--- src/power_down_pkg.sv ---
package power_down_pkg;
  // ***************************************
  // Device register indices and widths
  // ***************************************
  localparam int         REG_DW      = 16;
  localparam int         IDX_W       = 4;
  localparam logic [3:0] IDX_VC1     = 4'h0;
  localparam logic [3:0] IDX_VC2     = 4'h1;
  localparam logic [3:0] IDX_VC3     = 4'h2;
  localparam logic [3:0] IDX_AUX1    = 4'h3;
  localparam logic [3:0] IDX_AUX2    = 4'h4;
  localparam logic [3:0] IDX_PR1     = 4'h5;
  localparam logic [3:0] IDX_PR2     = 4'h6;
  localparam logic [3:0] IDX_STAT_LO = 4'h7;
  localparam logic [3:0] IDX_STAT_HI = 4'h8;
  localparam int VC1_W = 1;
  localparam int VC2_W = 1;
  localparam int VC3_W = 4;
  localparam int AUX1_W = 4;
  localparam int AUX2_W = 4;
  localparam int PR1_W = 6;
  localparam int PR2_W = 7;
  // ***************************************
  // Field positions
  // ***************************************
  localparam int VC1_UL_ON = 0;
  localparam int VC2_DL_ON = 0;
  localparam int VC3_IF_EN = 0;
  localparam int VC3_CLK_START = 1;
  localparam int VC3_PATH_LSB = 2;
  localparam int PATH_W = 2;
  localparam int AUX2_PCTL_SEL = 0;
  localparam int AUX2_PCTL_EN = 1;
  localparam int AUX2_GAIN_SEL = 2;
  localparam int AUX2_GAIN_EN = 3;
  localparam int PR1_BBUL_SEL = 0;
  localparam int PR1_BBUL_EN = 1;
  localparam int PR1_BBDL_SEL = 2;
  localparam int PR1_BBDL_EN = 3;
  localparam int PR1_CM_SEL = 4;
  localparam int PR1_CM_EN = 5;
  localparam int AUX1_ACONV_SEL = 0;
  localparam int AUX1_ACONV_EN = 1;
  localparam int AUX1_FREQ_SEL = 2;
  localparam int AUX1_FREQ_EN = 3;
  localparam int PR2_DSP_SEL = 0;
  localparam int PR2_DSP_EN = 1;
  localparam int PR2_TIM_SEL = 2;
  localparam int PR2_TIM_EN = 3;
  localparam int PR2_REF_SEL = 4;
  localparam int PR2_REF_EN = 5;
  localparam int PR2_BG_SEL = 6;
  // Test path codes
  localparam logic [1:0] PATH_IDLE = 2'h0;
  localparam logic [1:0] PATH_ACOUSTIC = 2'h1;
  localparam logic [1:0] PATH_DECODER = 2'h2;
  localparam logic [1:0] PATH_ENCODER = 2'h3;
  // Reset values
  localparam logic [VC1_W-1:0] VC1_RST = 1'h0;
  localparam logic [VC2_W-1:0] VC2_RST = 1'h0;
  localparam logic [VC3_W-1:0] VC3_RST = 4'h0;
  localparam logic [AUX1_W-1:0] AUX1_RST = 4'h0;
  localparam logic [AUX2_W-1:0] AUX2_RST = 4'h0;
  localparam logic [PR1_W-1:0] PR1_RST = 6'h00;
  localparam logic [PR2_W-1:0] PR2_RST = 7'h00;
  // ***************************************
  // Power enable vector
  // ***************************************
  localparam int PWR_VUL = 0;
  localparam int PWR_VDL = 1;
  localparam int PWR_AIF = 2;
  localparam int PWR_PCTL = 3;
  localparam int PWR_BBUL = 4;
  localparam int PWR_CM = 5;
  localparam int PWR_GAIN = 6;
  localparam int PWR_BBDL = 7;
  localparam int PWR_DSP = 8;
  localparam int PWR_TIM = 9;
  localparam int PWR_ACONV = 10;
  localparam int PWR_FREQ = 11;
  localparam int PWR_MIC = 12;
  localparam int PWR_BG = 13;
  localparam int PWR_IREF = 14;
  localparam int PWR_SUL_BUF = 15;
  localparam int PWR_SDL_BUF = 16;
  localparam int PWR_MDL_BUF = 17;
  localparam int PWR_N = 18;
  localparam int NWIN = 5;
  localparam int NPIN = 5;
  // Line order on the link and in the synchroniser
  localparam int LINE_TX = 0;
  localparam int LINE_RX = 1;
  localparam int LINE_PD = 2;
  localparam int LINE_RSTL = 3;
  localparam int LINE_N = 4;
  localparam int AUDIO_HALF_DIV_DEF = 50;
  // ***************************************
  // Controller registers and commands
  // ***************************************
  localparam logic [3:0] HOST_PINS = 4'h0;
  localparam logic [3:0] HOST_DATA = 4'h1;
  localparam logic [3:0] HOST_CMD = 4'h2;
  localparam logic [3:0] HOST_STATUS = 4'h3;
  localparam logic [3:0] HOST_RDDATA = 4'h4;
  localparam int CMD_OP_LSB = 4;
  localparam logic [1:0] OP_WRITE = 2'h0;
  localparam logic [1:0] OP_READ = 2'h1;
  localparam logic [1:0] OP_ACOUSTIC = 2'h2;
  localparam logic [1:0] OP_VOCODER = 2'h3;
  localparam int SEQ_W = 3;
  localparam logic [2:0] SEQ_CLEAR_LAST = 3'h2;
  localparam logic [2:0] SEQ_LAST_ACOUSTIC = 3'h6;
  localparam logic [2:0] SEQ_LAST_VOCODER = 3'h3;
endpackage

--- src/power_link_if.sv ---
`timescale 1ns/1ps
`default_nettype none
interface power_link_if;
  import power_down_pkg::*;
  logic [IDX_W-1:0]  regIndex;
  logic [REG_DW-1:0] regWdata;
  logic              regWrite;
  logic              regRead;
  logic [REG_DW-1:0] regRdata;
  logic              txWindow;
  logic              rxWindow;
  logic              powerDown;
  logic              audioResetLine;
  modport device (
    input  regIndex,
    input  regWdata,
    input  regWrite,
    input  regRead,
    output regRdata,
    input  txWindow,
    input  rxWindow,
    input  powerDown,
    input  audioResetLine
  );
  modport host (
    output regIndex,
    output regWdata,
    output regWrite,
    output regRead,
    input  regRdata,
    output txWindow,
    output rxWindow,
    output powerDown,
    output audioResetLine
  );
endinterface
`default_nettype wire

--- src/level_sync3.sv ---
`timescale 1ns/1ps
`default_nettype none
module level_sync3
  import power_down_pkg::*;
#(
  parameter int W = LINE_N
) (
  input  wire logic         sys_clk,
  input  wire logic         sys_rst,
  input  wire logic [W-1:0] din,
  output logic      [W-1:0] dout
);
  typedef struct packed {
    logic [W-1:0] s1;
    logic [W-1:0] s2;
    logic [W-1:0] s3;
    logic [W-1:0] lvl;
  } sync_t;
  sync_t syncReg;
  sync_t syncNext;

  // Level moves only when second and third stage agree
  always_comb begin
    syncNext = syncReg;
    syncNext.s1 = din;
    syncNext.s2 = syncReg.s1;
    syncNext.s3 = syncReg.s2;
    syncNext.lvl = (syncReg.s2 & syncReg.s3) | (syncReg.lvl & (syncReg.s2 | syncReg.s3));
  end

  always_ff @(posedge sys_clk) begin
    if (sys_rst) begin
      syncReg <= '0;
    end else begin
      syncReg <= syncNext;
    end
  end

  assign dout = syncReg.lvl;
endmodule // level_sync3
`default_nettype wire

--- src/power_down_control.sv ---
// Contract
// Audio test interface active only when enabled
// Voice paths follow their on bits only
// Window select 0: window and enable gate
// Window function off while its enable is 0
// Transmit window gates power, uplink, common-mode
// Receive window gates gain DAC, downlink
// Pin select 0: power-down pin and enable
// High on power-down pin requests power down
// Pin function off while its enable is 0
// Five pin functions, own select and enable
// Band gap has select only, no enable
// Software clears three bits before tests
// Acoustic test sets four bits in order
// Vocoder test sets two bits together
// Clock start runs clock, cleared on fall
// Two-bit field routes three test paths
// Current reference follows band gap control
// Speech buffers follow blocks, modem follows window
// Terminals synchronised before combining with bits
`timescale 1ns/1ps
`default_nettype none
module power_down_control
  import power_down_pkg::*;
#(
  parameter int AUDIO_HALF_DIV = AUDIO_HALF_DIV_DEF
) (
  input  wire logic        sys_clk,
  input  wire logic        sys_rst,
  power_link_if.device     link,
  output logic [PWR_N-1:0] powerEnable,
  output logic             audioTestSerialClock,
  output logic [1:0]       audioTestPathSelect,
  output logic             audioRouteUplink,
  output logic             audioRouteDownlink
);
  localparam int DIV_W = $clog2(AUDIO_HALF_DIV + 1);
  localparam logic [DIV_W-1:0] DIV_LAST = DIV_W'(AUDIO_HALF_DIV - 1);

  typedef struct packed {
    logic [VC1_W-1:0]  vc1;
    logic [VC2_W-1:0]  vc2;
    logic [VC3_W-1:0]  vc3;
    logic [AUX1_W-1:0] aux1;
    logic [AUX2_W-1:0] aux2;
    logic [PR1_W-1:0]  pr1;
    logic [PR2_W-1:0]  pr2;
    logic [PWR_N-1:0]  pwr;
    logic [REG_DW-1:0] rdata;
    logic              rstPrev;
    logic [DIV_W-1:0]  divCnt;
    logic              sclk;
    logic [1:0]        path;
    logic              routeUl;
    logic              routeDl;
  } state_t;
  state_t stReg;
  state_t stNext;

  // ***************************************
  // Terminal synchronisation
  // ***************************************
  logic [LINE_N-1:0] lineRaw;
  logic [LINE_N-1:0] lineLvl;
  assign lineRaw[LINE_TX] = link.txWindow;
  assign lineRaw[LINE_RX] = link.rxWindow;
  assign lineRaw[LINE_PD] = link.powerDown;
  assign lineRaw[LINE_RSTL] = link.audioResetLine;

  // Filtered levels keep pin noise out of the enables
  level_sync3 #(.W(LINE_N)) u_sync (
    .sys_clk (sys_clk),
    .sys_rst (sys_rst),
    .din     (lineRaw),
    .dout    (lineLvl)
  );

  logic txLvl;
  logic rxLvl;
  logic pdLvl;
  assign txLvl = lineLvl[LINE_TX];
  assign rxLvl = lineLvl[LINE_RX];
  assign pdLvl = lineLvl[LINE_PD];

  // ***************************************
  // Window and pin controlled functions
  // ***************************************
  logic [NWIN-1:0] winSel;
  logic [NWIN-1:0] winEn;
  logic [NWIN-1:0] winGate;
  logic [NWIN-1:0] winOn;
  logic [NPIN-1:0] pinSel;
  logic [NPIN-1:0] pinEn;
  logic [NPIN-1:0] pinOn;

  // Order: power ctl, bb uplink, common mode, gain ctl, bb downlink
  assign winSel = {stReg.pr1[PR1_BBDL_SEL], stReg.aux2[AUX2_GAIN_SEL],
                   stReg.pr1[PR1_CM_SEL], stReg.pr1[PR1_BBUL_SEL],
                   stReg.aux2[AUX2_PCTL_SEL]};
  assign winEn = {stReg.pr1[PR1_BBDL_EN], stReg.aux2[AUX2_GAIN_EN],
                  stReg.pr1[PR1_CM_EN], stReg.pr1[PR1_BBUL_EN],
                  stReg.aux2[AUX2_PCTL_EN]};
  assign winGate = {rxLvl, rxLvl, txLvl, txLvl, txLvl};  // see R5

  // Order: dsp serial, timing, aux conv, freq ctl, mic bias buffer
  assign pinSel = {stReg.pr2[PR2_REF_SEL], stReg.aux1[AUX1_FREQ_SEL],
                   stReg.aux1[AUX1_ACONV_SEL], stReg.pr2[PR2_TIM_SEL],
                   stReg.pr2[PR2_DSP_SEL]};
  assign pinEn = {stReg.pr2[PR2_REF_EN], stReg.aux1[AUX1_FREQ_EN],
                  stReg.aux1[AUX1_ACONV_EN], stReg.pr2[PR2_TIM_EN],
                  stReg.pr2[PR2_DSP_EN]};

  // Enable 0 always wins, select 1 drops the terminal
  for (genvar i = 0; i < NWIN; i++) begin : g_win
    assign winOn[i] = winEn[i] & (winSel[i] | winGate[i]);  // see R3
  end
  for (genvar i = 0; i < NPIN; i++) begin : g_pin
    assign pinOn[i] = pinEn[i] & (pinSel[i] | ~pdLvl);  // see R7
  end

  // Band gap has no enable bit, only the pin select
  logic bgOn;
  assign bgOn = stReg.pr2[PR2_BG_SEL] | ~pdLvl;

  // Falling edge of the filtered audio reset line
  logic rstFall;
  assign rstFall = stReg.rstPrev & ~lineLvl[LINE_RSTL];

  // ***************************************
  // Register file and power enables
  // ***************************************
  always_comb begin
    stNext = stReg;
    stNext.rdata = '0;
    stNext.rstPrev = lineLvl[LINE_RSTL];
    if (link.regWrite) begin
      case (link.regIndex)
        IDX_VC1: stNext.vc1 = link.regWdata[VC1_W-1:0];
        IDX_VC2: stNext.vc2 = link.regWdata[VC2_W-1:0];
        IDX_VC3: stNext.vc3 = link.regWdata[VC3_W-1:0];
        IDX_AUX1: stNext.aux1 = link.regWdata[AUX1_W-1:0];
        IDX_AUX2: stNext.aux2 = link.regWdata[AUX2_W-1:0];
        IDX_PR1: stNext.pr1 = link.regWdata[PR1_W-1:0];
        IDX_PR2: stNext.pr2 = link.regWdata[PR2_W-1:0];
        default: stNext.rdata = '0;
      endcase
    end
    // Hardware clear beats a same-cycle software set
    if (rstFall) begin
      stNext.vc3[VC3_CLK_START] = 1'b0;
    end
    if (link.regRead) begin
      case (link.regIndex)
        IDX_VC1: stNext.rdata = REG_DW'(stReg.vc1);
        IDX_VC2: stNext.rdata = REG_DW'(stReg.vc2);
        IDX_VC3: stNext.rdata = REG_DW'(stReg.vc3);
        IDX_AUX1: stNext.rdata = REG_DW'(stReg.aux1);
        IDX_AUX2: stNext.rdata = REG_DW'(stReg.aux2);
        IDX_PR1: stNext.rdata = REG_DW'(stReg.pr1);
        IDX_PR2: stNext.rdata = REG_DW'(stReg.pr2);
        IDX_STAT_LO: stNext.rdata = stReg.pwr[REG_DW-1:0];
        IDX_STAT_HI: stNext.rdata = REG_DW'(stReg.pwr[PWR_N-1:REG_DW]);
        default: stNext.rdata = '0;  // Unmapped reads give zero
      endcase
    end
    // Voice paths ignore every terminal
    stNext.pwr[PWR_VUL] = stReg.vc1[VC1_UL_ON];
    stNext.pwr[PWR_VDL] = stReg.vc2[VC2_DL_ON];
    stNext.pwr[PWR_AIF] = stReg.vc3[VC3_IF_EN];
    stNext.pwr[PWR_PCTL] = winOn[0];
    stNext.pwr[PWR_BBUL] = winOn[1];
    stNext.pwr[PWR_CM] = winOn[2];
    stNext.pwr[PWR_GAIN] = winOn[3];
    stNext.pwr[PWR_BBDL] = winOn[4];
    stNext.pwr[PWR_DSP] = pinOn[0];
    stNext.pwr[PWR_TIM] = pinOn[1];
    stNext.pwr[PWR_ACONV] = pinOn[2];
    stNext.pwr[PWR_FREQ] = pinOn[3];
    stNext.pwr[PWR_MIC] = pinOn[4];
    stNext.pwr[PWR_BG] = bgOn;
    stNext.pwr[PWR_IREF] = bgOn;
    stNext.pwr[PWR_SUL_BUF] = stReg.vc1[VC1_UL_ON];
    stNext.pwr[PWR_SDL_BUF] = stReg.vc2[VC2_DL_ON];
    stNext.pwr[PWR_MDL_BUF] = rxLvl;
    // Serial clock needs both the interface and the start bit
    if (stReg.vc3[VC3_IF_EN] && stReg.vc3[VC3_CLK_START]) begin
      if (stReg.divCnt == DIV_LAST) begin
        stNext.divCnt = '0;
        stNext.sclk = ~stReg.sclk;
      end else begin
        stNext.divCnt = stReg.divCnt + DIV_W'(1);
      end
    end else begin
      stNext.divCnt = '0;
      stNext.sclk = 1'b0;
    end
    // Path routing is held idle while the interface sleeps
    stNext.path = stReg.vc3[VC3_IF_EN] ? stReg.vc3[VC3_PATH_LSB+:PATH_W] : PATH_IDLE;
    case (stNext.path)
      PATH_ACOUSTIC: begin
        stNext.routeUl = 1'b1;
        stNext.routeDl = 1'b1;
      end
      PATH_DECODER: begin
        stNext.routeUl = 1'b0;
        stNext.routeDl = 1'b1;
      end
      PATH_ENCODER: begin
        stNext.routeUl = 1'b1;
        stNext.routeDl = 1'b0;
      end
      default: begin
        stNext.routeUl = 1'b0;
        stNext.routeDl = 1'b0;
      end
    endcase
  end

  always_ff @(posedge sys_clk) begin
    if (sys_rst) begin
      stReg <= '0;
      stReg.vc1 <= VC1_RST;
      stReg.vc2 <= VC2_RST;
      stReg.vc3 <= VC3_RST;
      stReg.aux1 <= AUX1_RST;
      stReg.aux2 <= AUX2_RST;
      stReg.pr1 <= PR1_RST;
      stReg.pr2 <= PR2_RST;
    end else begin
      stReg <= stNext;
    end
  end

  // ***************************************
  // Outputs, all from flops
  // ***************************************
  assign link.regRdata = stReg.rdata;
  assign powerEnable = stReg.pwr;
  assign audioTestSerialClock = stReg.sclk;
  assign audioTestPathSelect = stReg.path;
  assign audioRouteUplink = stReg.routeUl;
  assign audioRouteDownlink = stReg.routeDl;
endmodule // power_down_control
`default_nettype wire

--- src/flat_wrapper.sv ---
// flat-port wrapper written by rule: the top's interface ports become plain ports
module power_down_control_flat import power_down_pkg::*;
#(
  parameter int AUDIO_HALF_DIV = AUDIO_HALF_DIV_DEF
)
  (sys_clk, sys_rst, powerEnable, audioTestSerialClock, audioTestPathSelect, audioRouteUplink, audioRouteDownlink, link_regIndex, link_regWdata, link_regWrite, link_regRead, link_regRdata, link_txWindow, link_rxWindow, link_powerDown, link_audioResetLine);
  power_link_if link_i ();
  input  wire logic sys_clk;
  input  wire logic sys_rst;
  output logic [PWR_N-1:0] powerEnable;
  output logic audioTestSerialClock;
  output logic [1:0] audioTestPathSelect;
  output logic audioRouteUplink;
  output logic audioRouteDownlink;
  input wire logic [$bits(link_i.regIndex)-1:0] link_regIndex;
  input wire logic [$bits(link_i.regWdata)-1:0] link_regWdata;
  input wire logic [$bits(link_i.regWrite)-1:0] link_regWrite;
  input wire logic [$bits(link_i.regRead)-1:0] link_regRead;
  output wire logic [$bits(link_i.regRdata)-1:0] link_regRdata;
  input wire logic [$bits(link_i.txWindow)-1:0] link_txWindow;
  input wire logic [$bits(link_i.rxWindow)-1:0] link_rxWindow;
  input wire logic [$bits(link_i.powerDown)-1:0] link_powerDown;
  input wire logic [$bits(link_i.audioResetLine)-1:0] link_audioResetLine;
  assign link_i.regIndex = link_regIndex;
  assign link_i.regWdata = link_regWdata;
  assign link_i.regWrite = link_regWrite;
  assign link_i.regRead = link_regRead;
  assign link_regRdata = link_i.regRdata;
  assign link_i.txWindow = link_txWindow;
  assign link_i.rxWindow = link_rxWindow;
  assign link_i.powerDown = link_powerDown;
  assign link_i.audioResetLine = link_audioResetLine;
  power_down_control #(.AUDIO_HALF_DIV(AUDIO_HALF_DIV)) u_core (.sys_clk(sys_clk), .sys_rst(sys_rst), .link(link_i), .powerEnable(powerEnable), .audioTestSerialClock(audioTestSerialClock), .audioTestPathSelect(audioTestPathSelect), .audioRouteUplink(audioRouteUplink), .audioRouteDownlink(audioRouteDownlink));
endmodule
--- config.mk ---
export PLATFORM = sky130hd
export DESIGN_NAME = power_down_control_flat
export DESIGN_NICKNAME = d
export VERILOG_FILES = /design/src/power_down_pkg.sv /design/src/power_link_if.sv /design/src/level_sync3.sv /design/src/power_down_control.sv /design/src/flat_wrapper.sv
export SDC_FILE = /design/constraint.sdc
export NUM_CORES = 1
export LEC_CHECK = 0
export BUFFER_PORTS_ARGS = -buffer_cell sky130_fd_sc_hd__buf_2
export CAP_MARGIN = 30
export CORE_UTILIZATION = 57
export CTS_BUF_LIST = sky130_fd_sc_hd__clkbuf_4 sky130_fd_sc_hd__clkbuf_8
export DETAILED_ROUTE_END_ITERATION = 7
export PLACE_DENSITY = 0.82
export SLEW_MARGIN = 20
export SYNTH_ARGS = -nofsm -noshare
export SYNTH_HDL_FRONTEND = slang
export SYNTH_SLANG_ARGS = --single-unit
--- constraint.sdc ---
create_clock -name sys_clk -period 1.32 [get_ports sys_clk]
set_input_delay 0.264 -clock sys_clk [delete_from_list [all_inputs] [get_ports sys_clk]]
set_output_delay 0.264 -clock sys_clk [all_outputs]
set_load 0.01 [all_outputs]
==> qor.txt, run 1 <==
vias in the first global route -> 2503
antenna cells -> 0
CTS tree -> done
Area contributors post-synth -> dfxtp_1, buf_4, a21oi_1, nor2b_1, nand3_1
path depth of the worst reg2reg path -> 3
Die ar. -> 0.006394 mm2
CP Launch Type -> flop
HP Start -> link_rxWindow
Synth Area per Inst -> 9.466 um2
dpl hpwl -> 4944 um
ys async rst share -> 0%
Seq cells post-synth -> 84
Netlist Area Pre-Place -> 0.003465 mm2
crit end category -> flop
starting density of the core -> 58.86%
Flop pwr share -> 54.8%
first-pass GRT wire length -> 11710 um
total of max-cap violations -> 0
number of flops mapped to enable cells by yosys -> 0
Slew Viols, Final -> 0
Synth Flop Type -> dfxtp_1
Synth top area share -> 48.54%
status -> finished clean
largest net degree at the start of global routing -> 59
postcts setup bufs -> 0
Crit Path Class -> reg -> reg
Clock power frac -> 38.9%
relative slew slack -> 55.28%
Fmax -> 0.8088 GHz
Seq/Total Area, Yosys -> 48.54%
grt ovf -> 0
total track usage -> 24.27%
routed wire length per instance -> 14.77 um
Ports -> 67
number of buffers created by CTS -> 9
Final setup viols -> 0
Worst Hold End -> u_core.u_sync.syncNext[9]
DRC -> 0
port bufs -> 57
Pleak -> 1.566 nW
Core Area -> 0.005886 mm2
synthesized net count -> 396
fin util -> 66.03%
reg2reg start -> u_core.stReg[56]
post-route setup slack -> 0.08358 ns
Iteration-0 DRC Markers -> 162
Synth area leader -> dfxtp_1
Layout Nets -> 434
# H-tree levels -> 3
share of layout cells above drive strength 1 -> 26.89%
critical path fanouts, max -> 3
worst ir drop on vdd -> 712.7 uV
Worst Skew -> 0.009296 ns
Chip Width -> 79.96 um
post-place setup slack -> -0.1278 ns
Hold Path Class -> in -> reg
library cells used by synthesis -> 45
reg-to-reg slack, setup -> 0.08 ns
final worst path period share -> 93.67%
gate count after technology mapping -> 366
crit-path cells -> mux4_2 > a22oi_1 > nor3_1
Worst-Margin Slew -> 0.6708 ns
hold path depth -> 2
antenna-violating nets left -> 0
internal power -> 0.003625 W
Psw -> 0.001077 W
switching portion of total power -> 22.91%
final WL -> 7147 um
data required time of the worst path -> 1.56 ns
RSZ-0062 raised after global routing -> no
TritonRoute pass-1 iters -> 6
min cycle time layout -> 1.236 ns
Placer Congestion -> 0.9192
Avg Vias per Cell -> 5.622
antenna violations before repair -> 0
PostCTS Resize Cnt -> 0
Final Hold Vio Count -> 0
via count -> 2721
Area Growth Syn to Fin -> 12.17%
row cnt -> 28
Logic pwr share -> 6.3%
CP max-delay cell -> mux4_2
clk sink count -> 84
PD cells -> 1210 mW/mm2
WP data arrival -> 1.48 ns
Die Height -> 79.96 um
CTS max path bufs -> 2
Worst-path clk slew -> 0.08 ns
synth warn -> 0
Hold-fix buffers, CTS -> 0
clock latency on the worst-skew pair -> 0.35 ns
worst stage delay on the critical path -> 0.49 ns
clk root buf -> clkbuf_8
RR Endpoint -> u_core.link.regRdata[3]
## through the flow
stage | instance area, um2 | setup TNS (ns) | std cells | hold WS (ns) | total power, W
global placement | 3679 | -1.748 | 468 | 0.4185 | 0.002920
finish | 3886 | 0 | 484 | 0.1256 | 0.004703
floorplan | 3465 | 0 | 366 | 0.3922 | 0.002808
CTS | 3886 | 0 | 484 | 0.1175 | 0.004714
detailed placement | 3679 | -2.308 | 468 | 0.4229 | 0.002929
global route | 3886 | 0 | 484 | 0.1169 | 0.004863
## power groups by stage
stage / Combinational [W] / Clock (W) / Sequential [W]
after floorplan: 0.000176 / 0 / 0.00263
after global placement: 0.000284 / 0 / 0.00264
after detailed placement: 0.000291 / 0 / 0.00264
after CTS: 0.000293 / 0.00184 / 0.00258
after global routing: 0.000321 / 0.00196 / 0.00258
final: 0.000297 / 0.00183 / 0.00258
## how the worst max path moves through the flow
stage	from	endpoint	slack (ns)	depth (start not counted)
finish	u_core.stReg[56]	u_core.link.regRdata[3]	0.08	3
global route	u_core.stReg[5]	u_core.audioTestSerialClock	0.007	4
CTS	u_core.powerEnable[3]	u_core.link.regRdata[3]	0.1	3
detailed placement	link_regWrite	u_core.stReg[61]	-0.13	5
global placement	link_regIndex[1]	u_core.link.regRdata[1]	-0.14	5
floorplan	link_regIndex[1]	u_core.link.regRdata[0]	0.09	4
## cell usage after synthesis, drive strengths merged, types with 2 or more instances
cell type / number
or3: 2
dfxtp: 84
a21oi: 34
nand2b: 3
mux2: 8
nor3b: 13
nor2b: 25
nand3: 26
inv: 5
nand3b: 3
o21ai: 33
nand2: 7
mux4: 2
xor2: 3
and3b: 3
ha: 2
nor2: 15
nor3: 4
a22oi: 4
and2: 11
clkbuf: 10
nand4: 5
buf: 48
a32oi: 2
## worst max-delay path, delay by kind of cell (launching register included)
family | cells | cell delay [ns]
multiplexers | 1 | 0.49
flip-flops | 1 | 0.33
AO/OA/AOI/OAI | 1 | 0.24
AND/OR/NAND/NOR | 1 | 0.07
## cell families (layout without fill, tap and decap cells)
kind of cell	count (synthesis)	after routing	synth area share [%]
compound gates	80	80	12.93
flops	84	84	48.54
fa+ha+maj	2	2	0.7222
xor+xnor	4	4	1.011
mux	11	11	4.189
simple gates	122	122	20.87
buf+inv	63	106	11.74
## layout make-up
type	count	area, um2
clock buffers	14	192.7
clock inverters	2	15.01
fillers	482	1999
inverters	5	18.77
multi-input cells	219	1376
flip-flops and latches	84	1682
well taps	75	93.84
repair buffers	85	508.0
## flip-flops by register name, summed over array words and instances, names as in the netlist
signal / flops
u_core.stReg: 21
u_core.link.regRdata: 15
u_core.powerEnable: 15
u_core.u_sync.syncNext: 8
u_core.pinEn: 5
u_core.pinSel: 5
u_core.u_sync.dout: 4
u_core.u_sync.syncReg: 4
u_core.stNext: 3
u_core.audioRouteDownlink: 1
u_core.audioRouteUplink: 1
u_core.audioTestPathSelect: 1
u_core.audioTestSerialClock: 1
## layer usage
layer / wire [um] / part of all wire [%] / vias up / global-route usage, %
met3: 493 / 6.9 / 18 / 5.714
met1: 3032 / 42 / 1285 / 29.62
met5: 0 / 0 / - / 0
li1: - / - / 1308 / -
met2: 3444 / 48 / 110 / 40.09
met4: 176 / 2.5 / 0 / 11.61
## cells in the final DEF (no fill, tap or decap), drive strengths merged, types with 5 or more instances in the layout
cell    count
mux2        8
nor2b      25
dfxtp      84
o21ai      33
nor2       15
nand3      26
inv         5
nand2       7
buf        85
nand4       5
nor3b      13
and2       11
a21oi      34
clkbuf     14
(Power assumes the default switching activity.)
==> run 2, diff against run 1 <==
Settings changed: ABC_AREA set to 1, GPL_TIMING_DRIVEN set to 1.
==> run 2 against run 1 <==
Routed wire length is 9.5% lower. Area after synthesis is 2.9% lower. Non-clock buffer count is 12 lower. Critical path depth is 3 higher. Power is 0.86% higher. Clock power is 3% higher. Via count is 5.0% lower.
==> qor.txt, run 2 <==
synth warn -> 0 (unchanged)
post-route setup slack -> 0.1222 ns (was 0.08358 ns)
Pleak -> 1.596 nW (was 1.566 nW)
clock latency on the worst-skew pair -> 0.36 ns (was 0.35 ns)
status -> finished clean (unchanged)
most frequent cell after synthesis -> dfxtp_1 (unchanged)
RSZ-0062 raised after global routing -> no (unchanged)
post-route design area -> 0.003726 mm2 (was 0.003886 mm2)
reg-to-reg slack, setup -> 0.12 ns (was 0.08 ns)
antenna-violating nets left -> 0 (unchanged)
row cnt -> 27 (was 28)
Area Growth Syn to Fin -> 10.79% (was 12.17%)
number of buffers created by CTS -> 9 (unchanged)
number of flops mapped to enable cells by yosys -> 0 (unchanged)
Synth top area share -> 50.00% (was 48.54%)
port bufs -> 57 (unchanged)
worst ir drop on vdd -> 863.4 uV (was 712.7 uV)
commonest non-fill, non-tap cell in the layout -> dfxtp_1 (unchanged)
PostCTS Resize Cnt -> 0 (unchanged)
Synth area leader -> dfxtp_1 (unchanged)
postcts setup bufs -> 0 (unchanged)
library cells used by synthesis -> 29 (was 45)
CP max-delay cell -> dfxtp_1 (was mux4_2)
antenna cells -> 0 (unchanged)
path depth of the worst reg2reg path -> 6 (was 3)
grt ovf -> 0 (unchanged)
dpl hpwl -> 4699 um (was 4944 um)
max FFs per register -> 21 (unchanged)
total of max-cap violations -> 0 (unchanged)
synthesized net count -> 442 (was 396)
gate count after technology mapping -> 412 (was 366)
critical path fanouts, max -> 6 (was 3)
Area contributors post-synth -> dfxtp_1, buf_4, a21oi_1, inv_1, nor2_1 (was dfxtp_1, buf_4, a21oi_1, nor2b_1, nand3_1)
min cycle time layout -> 1.198 ns (was 1.236 ns)
Met2 Routed Length -> 3135 um (was 3444 um)
Synth Area per Inst -> 8.163 um2 (was 9.466 um2)
largest reg by FF count -> u_core.stReg (unchanged)
worst stage delay on the critical path -> 0.35 ns (was 0.49 ns)
Final Hold Vio Count -> 0 (unchanged)
Avg Vias per Cell -> 4.954 (was 5.622)
starting density of the core -> 59.97% (was 58.86%)
TritonRoute pass-1 iters -> 5 (was 6)
Core Area -> 0.005608 mm2 (was 0.005886 mm2)
share of layout cells above drive strength 1 -> 24.22% (was 26.89%)
Hold Path Class -> in -> reg (unchanged)
Crit Path Class -> reg -> reg (unchanged)
Worst Skew -> 0.009602 ns (was 0.009296 ns)
fin cells -> 522 (was 484)
final WL -> 6471 um (was 7147 um)
Die ar. -> 0.006212 mm2 (was 0.006394 mm2)
Slew Viols, Final -> 0 (unchanged)
Top Metal Used -> met4 (unchanged)
routed wire length per instance -> 12.40 um (was 14.77 um)
Worst-Margin Slew -> 0.3301 ns (was 0.6708 ns)
RR Endpoint -> u_core.stReg[10] (was u_core.link.regRdata[3])
Ports -> 67 (unchanged)
data required time of the worst path -> 1.61 ns (was 1.56 ns)
Post-synth top cells -> dfxtp_1, inv_1, nor2_1 (was dfxtp_1, buf_4, a21oi_1)
Seq cells post-synth -> 84 (unchanged)
clk sink count -> 84 (unchanged)
Die Height -> 78.82 um (was 79.96 um)
Seq/Total Area, Yosys -> 50.00% (was 48.54%)
Final setup viols -> 0 (unchanged)
Synth Flop Type -> dfxtp_1 (unchanged)
Fmax -> 0.8348 GHz (was 0.8088 GHz)
crit end category -> flop (unchanged)
# H-tree levels -> 3 (unchanged)
clk root buf -> clkbuf_8 (unchanged)
total track usage -> 22.36% (was 24.27%)
ys async rst share -> 0% (unchanged)
Layout Nets -> 478 (was 434)
relative slew slack -> 77.96% (was 55.28%)
PD cells -> 1273 mW/mm2 (was 1210 mW/mm2)
antenna violations before repair -> 0 (unchanged)
wire length on met1 -> 2811 um (was 3032 um)
reg2reg start -> u_core.stNext[30] (was u_core.stReg[56])
Iteration-0 DRC Markers -> 198 (was 162)
placed insts -> 509 (was 468)
final worst path period share -> 90.75% (was 93.67%)
largest net degree at the start of global routing -> 29 (was 59)
first-pass GRT wire length -> 10430 um (was 11710 um)
Chip Width -> 78.82 um (was 79.96 um)
HP Start -> link_audioResetLine (was link_rxWindow)
Hold-fix buffers, CTS -> 0 (unchanged)
Netlist Area Pre-Place -> 0.003363 mm2 (was 0.003465 mm2)
DRC -> 0 (unchanged)
WHS -> 0.1104 ns (was 0.1256 ns)
via count -> 2586 (was 2721)
Placed Area -> 0.003530 mm2 (was 0.003679 mm2)
Worst-path clk slew -> 0.08 ns (about the same)
WP data arrival -> 1.49 ns (was 1.48 ns)
vias in the first global route -> 2321 (was 2503)
CTS tree -> done (unchanged)
crit-path cells -> inv_1 > nor2_1 > inv_1 > nor2_1 > nand2_1 > a21oi_1 (was mux4_2 > a22oi_1 > nor3_1)
CTS max path bufs -> 2 (unchanged)
Setup crit end -> u_core.stReg[10] (was u_core.link.regRdata[3])
CP Launch Type -> flop (unchanged)
post-place setup slack -> -0.03139 ns (was -0.1278 ns)
metal3 WL -> 398 um (was 493 um)
Placer Congestion -> 0.8604 (was 0.9192)
most frequent cells in the layout -> dfxtp_1, buf_2, inv_1, nor2_1, nand2_1 (was dfxtp_1, buf_2, a21oi_1, buf_4, nand3_1)
crit path from -> u_core.stNext[30] (was u_core.stReg[56])
run 2: cell count changes in the layout (fill, tap and decap cells not counted), sizes merged, moves of 11 or more:
cell / before / now
nor2b: 25 / 0
nor2: 15 / 58
buf: 85 / 73
nand2: 7 / 49
and2: 11 / 0
inv: 5 / 57
nor3b: 13 / 0
run 2: power breakdown:
part,leakage [nW],internal (W),switching [W]
logic,0.814,0.0000974,0.000169
registers,0.680,0.00257,0.0000185
clock network,0.101,0.00105,0.000835
run 2: how the worst min path moves through the flow:
| stage | endpoint | slack (ns) | depth (start not counted) |
|---|---|---|---|
| 5_1_grt | u_core.u_sync.syncNext[10] | 0.11 | 3 |
| 6_report | u_core.u_sync.syncNext[11] | 0.11 | 3 |
| 3_5_place_dp | u_core.u_sync.syncNext[6] | 0.39 | 2 |
| 3_3_place_gp | u_core.u_sync.syncNext[4] | 0.39 | 2 |
| 2_1_floorplan | u_core.powerEnable[2] | 0.36 | 1 |
| 4_1_cts | u_core.u_sync.syncNext[10] | 0.11 | 3 |
run 2: logic make-up (layout without fill, tap and decap cells):
family,count (synthesis),count (layout),share of synthesized area [%]
xor+xnor,2,2,0.5209
buf+inv,105,143,16.52
fa+ha+maj,2,2,0.7439
compound gates,81,81,12.95
simple gates,138,138,19.27
flops,84,84,50.00
run 2: per-layer routing:
| metal | track usage (%) | up-vias |
|---|---|---|
| met5 | 0 | - |
| met4 | 10.91 | 0 |
| met3 | 6.437 | 10 |
| met2 | 36.61 | 71 |
| met1 | 26.90 | 1172 |
| li1 | - | 1333 |
run 2: stage by stage:
step	total power (W)	setup TNS [ns]	utilization, %
after global placement	0.002903	0	62.94
after detailed placement	0.002912	-0.06051	62.94
after CTS	0.004765	0	66.44
final	0.004743	0	66.44
after global routing	0.004912	0	66.44
after floorplan	0.002805	0	-
run 2: worst max-delay path: cells and delay by family, from the launching register on:
kind	cells	cell delay, ns
DFF	1	0.35
AOI/OAI and AO/OA	1	0.15
and+or+nand+nor	3	0.49
buffers and inverters	2	0.14
run 2: cell type report:
type,count,area [um2]
clock buffer,10,131.4
timing repair buffer,73,417.9
clock inverter,3,65.06
inverter,57,214.0
sequential,84,1682
fill,465,1882
tap,72,90.09
multi-input combinational,223,1126
==> run 3, diff against run 2 <==
Settings changed: SKIP_CTS_REPAIR_TIMING set to 1.
Clock period 1.32 ns to 1.2 ns, I/O delays scaled along.
==> run 3 against run 2 <==
Clock-buffer cell count unchanged. Final cell count increased by 1.1%. Routed wire length decreased by 2.8%. Via count increased by 0.54%. Critical path depth decreased by 5. Sequential power increased by 10%. Register-to-register slack improved by 0.03 ns. Die area unchanged. Hold slack got worse by 0.029 ns. Final area increased by 0.74%.
==> qor.txt, run 3 (synthesized netlist as in run 2, its figures left out) <==
clk sink count -> 84 (unchanged)
crit end category -> primary output (was flop)
Filler Cells Inserted -> 471 (was 465)
area occupied by multi-input gates -> 0.001131 mm2 (was 0.001126 mm2)
clk root buf -> clkbuf_8 (unchanged)
Die ar. -> 0.006212 mm2 (unchanged)
row cnt -> 27 (unchanged)
status -> finished clean (unchanged)
critical path fanouts, max -> 4 (was 6)
fin util -> 66.93% (was 66.44%)
dpl hpwl -> 4517 um (was 4699 um)
data required time of the worst path -> 0.96 ns (was 1.61 ns)
crit path buf inv count -> 1 (was 2)
Final Hold Vio Count -> 0 (unchanged)
DRC -> 0 (unchanged)
CP max-delay cell -> dfxtp_1 (unchanged)
via count -> 2600 (was 2586)
fin cells -> 528 (was 522)
WHS -> 0.08165 ns (was 0.1104 ns)
routed wire length per instance -> 11.91 um (was 12.40 um)
crit-path cells -> buf_2 (was inv_1 > nor2_1 > inv_1 > nor2_1 > nand2_1 > a21oi_1)
commonest non-fill, non-tap cell in the layout -> dfxtp_1 (unchanged)
delay-heaviest family, CP -> flip-flops (was simple AND/OR/NAND/NOR gates)
Worst Skew -> 0.009323 ns (was 0.009602 ns)
Avg Vias per Cell -> 4.924 (was 4.954)
largest net degree at the start of global routing -> 30 (was 29)
max FFs per register -> 21 (unchanged)
largest reg by FF count -> u_core.stReg (unchanged)
total track usage -> 22.10% (was 22.36%)
Ports -> 67 (unchanged)
Die Height -> 78.82 um (unchanged)
worst ir drop on vdd -> 817.9 uV (was 863.4 uV)
# H-tree levels -> 3 (unchanged)
Worst-Margin Slew -> 0.5253 ns (was 0.3301 ns)
RSZ-0062 raised after global routing -> no (unchanged)
vias in the first global route -> 2383 (was 2321)
first-pass GRT wire length -> 10450 um (was 10430 um)
Crit Path Class -> reg -> out (was reg -> reg)
final WL -> 6287 um (was 6471 um)
grt ovf -> 0 (unchanged)
share of layout cells above drive strength 1 -> 25.66% (was 24.22%)
Final setup viols -> 0 (unchanged)
reg-to-reg slack, setup -> 0.15 ns (was 0.12 ns)
CP Launch Type -> flop (unchanged)
HP Start -> link_audioResetLine (unchanged)
TritonRoute pass-1 iters -> 4 (was 5)
final worst path period share -> 94.80%
min cycle time layout -> 1.138 ns
Core Area -> 0.005608 mm2 (unchanged)
most frequent cells in the layout -> dfxtp_1, buf_2, inv_1, nor2_1, nand2_1 (unchanged)
port bufs -> 57 (unchanged)
number of buffers created by CTS -> 9 (unchanged)
Worst-path clk slew -> 0.08 ns (about the same)
antenna-violating nets left -> 0 (unchanged)
placed insts -> 512 (was 509)
antenna cells -> 0 (unchanged)
Placer Congestion -> 0.8307 (was 0.8604)
CTS tree -> done (unchanged)
CTS max path bufs -> 2 (unchanged)
clock latency on the worst-skew pair -> 0.35 ns (was 0.36 ns)
Area Growth Syn to Fin -> 11.61% (was 10.79%)
starting density of the core -> 59.97% (unchanged)
Fmax -> 0.8791 GHz
relative slew slack -> 64.89% (was 77.96%)
Register Area -> 0.001682 mm2 (unchanged)
total of max-cap violations -> 0 (unchanged)
Slew Viols, Final -> 0 (unchanged)
WP data arrival -> 0.90 ns (was 1.49 ns)
reg2reg start -> u_core.stReg[5] (was u_core.stNext[30])
crit path from -> u_core.powerEnable[16] (was u_core.stNext[30])
Hold Path Class -> in -> reg (unchanged)
Iteration-0 DRC Markers -> 173 (was 198)
post-place setup slack -> -0.1592 ns (was -0.03139 ns)
PD cells -> 1369 mW/mm2 (was 1273 mW/mm2)
Chip Width -> 78.82 um (unchanged)
worst stage delay on the critical path -> 0.39 ns (was 0.35 ns)
setup TNS -> 0 ns (unchanged)
Layout Nets -> 481 (was 478)
Pleak -> 1.609 nW (was 1.596 nW)
antenna violations before repair -> 0 (unchanged)
post-route setup slack -> 0.06245 ns (was 0.1222 ns)
-- run 3: cell types whose count changed in the layout (fill, tap and decap cells not counted), sizes merged --
cell,change
buf,+3
clkinv,+3
bufinv,-1
clkinvlp,+1
-- run 3: worst paths after layout --
kind / endpoint / cells past startpoint
worst max-delay path: powerEnable[16] / 1
worst min-delay path: u_core.u_sync.syncNext[11] / 3
worst max register to register: u_core.stReg[8] / 5
worst min register to register: u_core.u_sync.syncNext[4] / 2
-- run 3: layout make-up --
class | instances | share of cell area, %
Clock buffer | 10 | 3.500
Multi-Input combinational cell | 223 | 30.13
Timing Repair Buffer | 76 | 11.73
Tap cell | 72 | 2.400
Inverter | 57 | 5.700
Clock inverter | 6 | 1.733
Sequential cell | 84 | 44.80
-- run 3: power by group --
group	switching, W	internal (W)
combinational	0.000184	0.000107
sequential	0.0000197	0.00283
clock	0.00102	0.000985
-- run 3: routing by layer --
metal	vias up	share of wire (%)	global-route usage, %
met5	-	0	0
met4	0	2.1	11.27
met3	13	5.9	4.713
met2	84	47	37.04
met1	1165	45	26.72
li1	1338	-	-
-- run 3: through the flow --
| step | area, um2 | power [W] |
|---|---|---|
| 2_1_floorplan | 3363 | 0.003086 |
| 3_3_place_gp | 3552 | 0.003193 |
| 3_5_place_dp | 3552 | 0.003202 |
| 4_1_cts | 3749 | 0.005151 |
| 5_1_grt | 3754 | 0.005314 |
| 6_report | 3754 | 0.005139 |
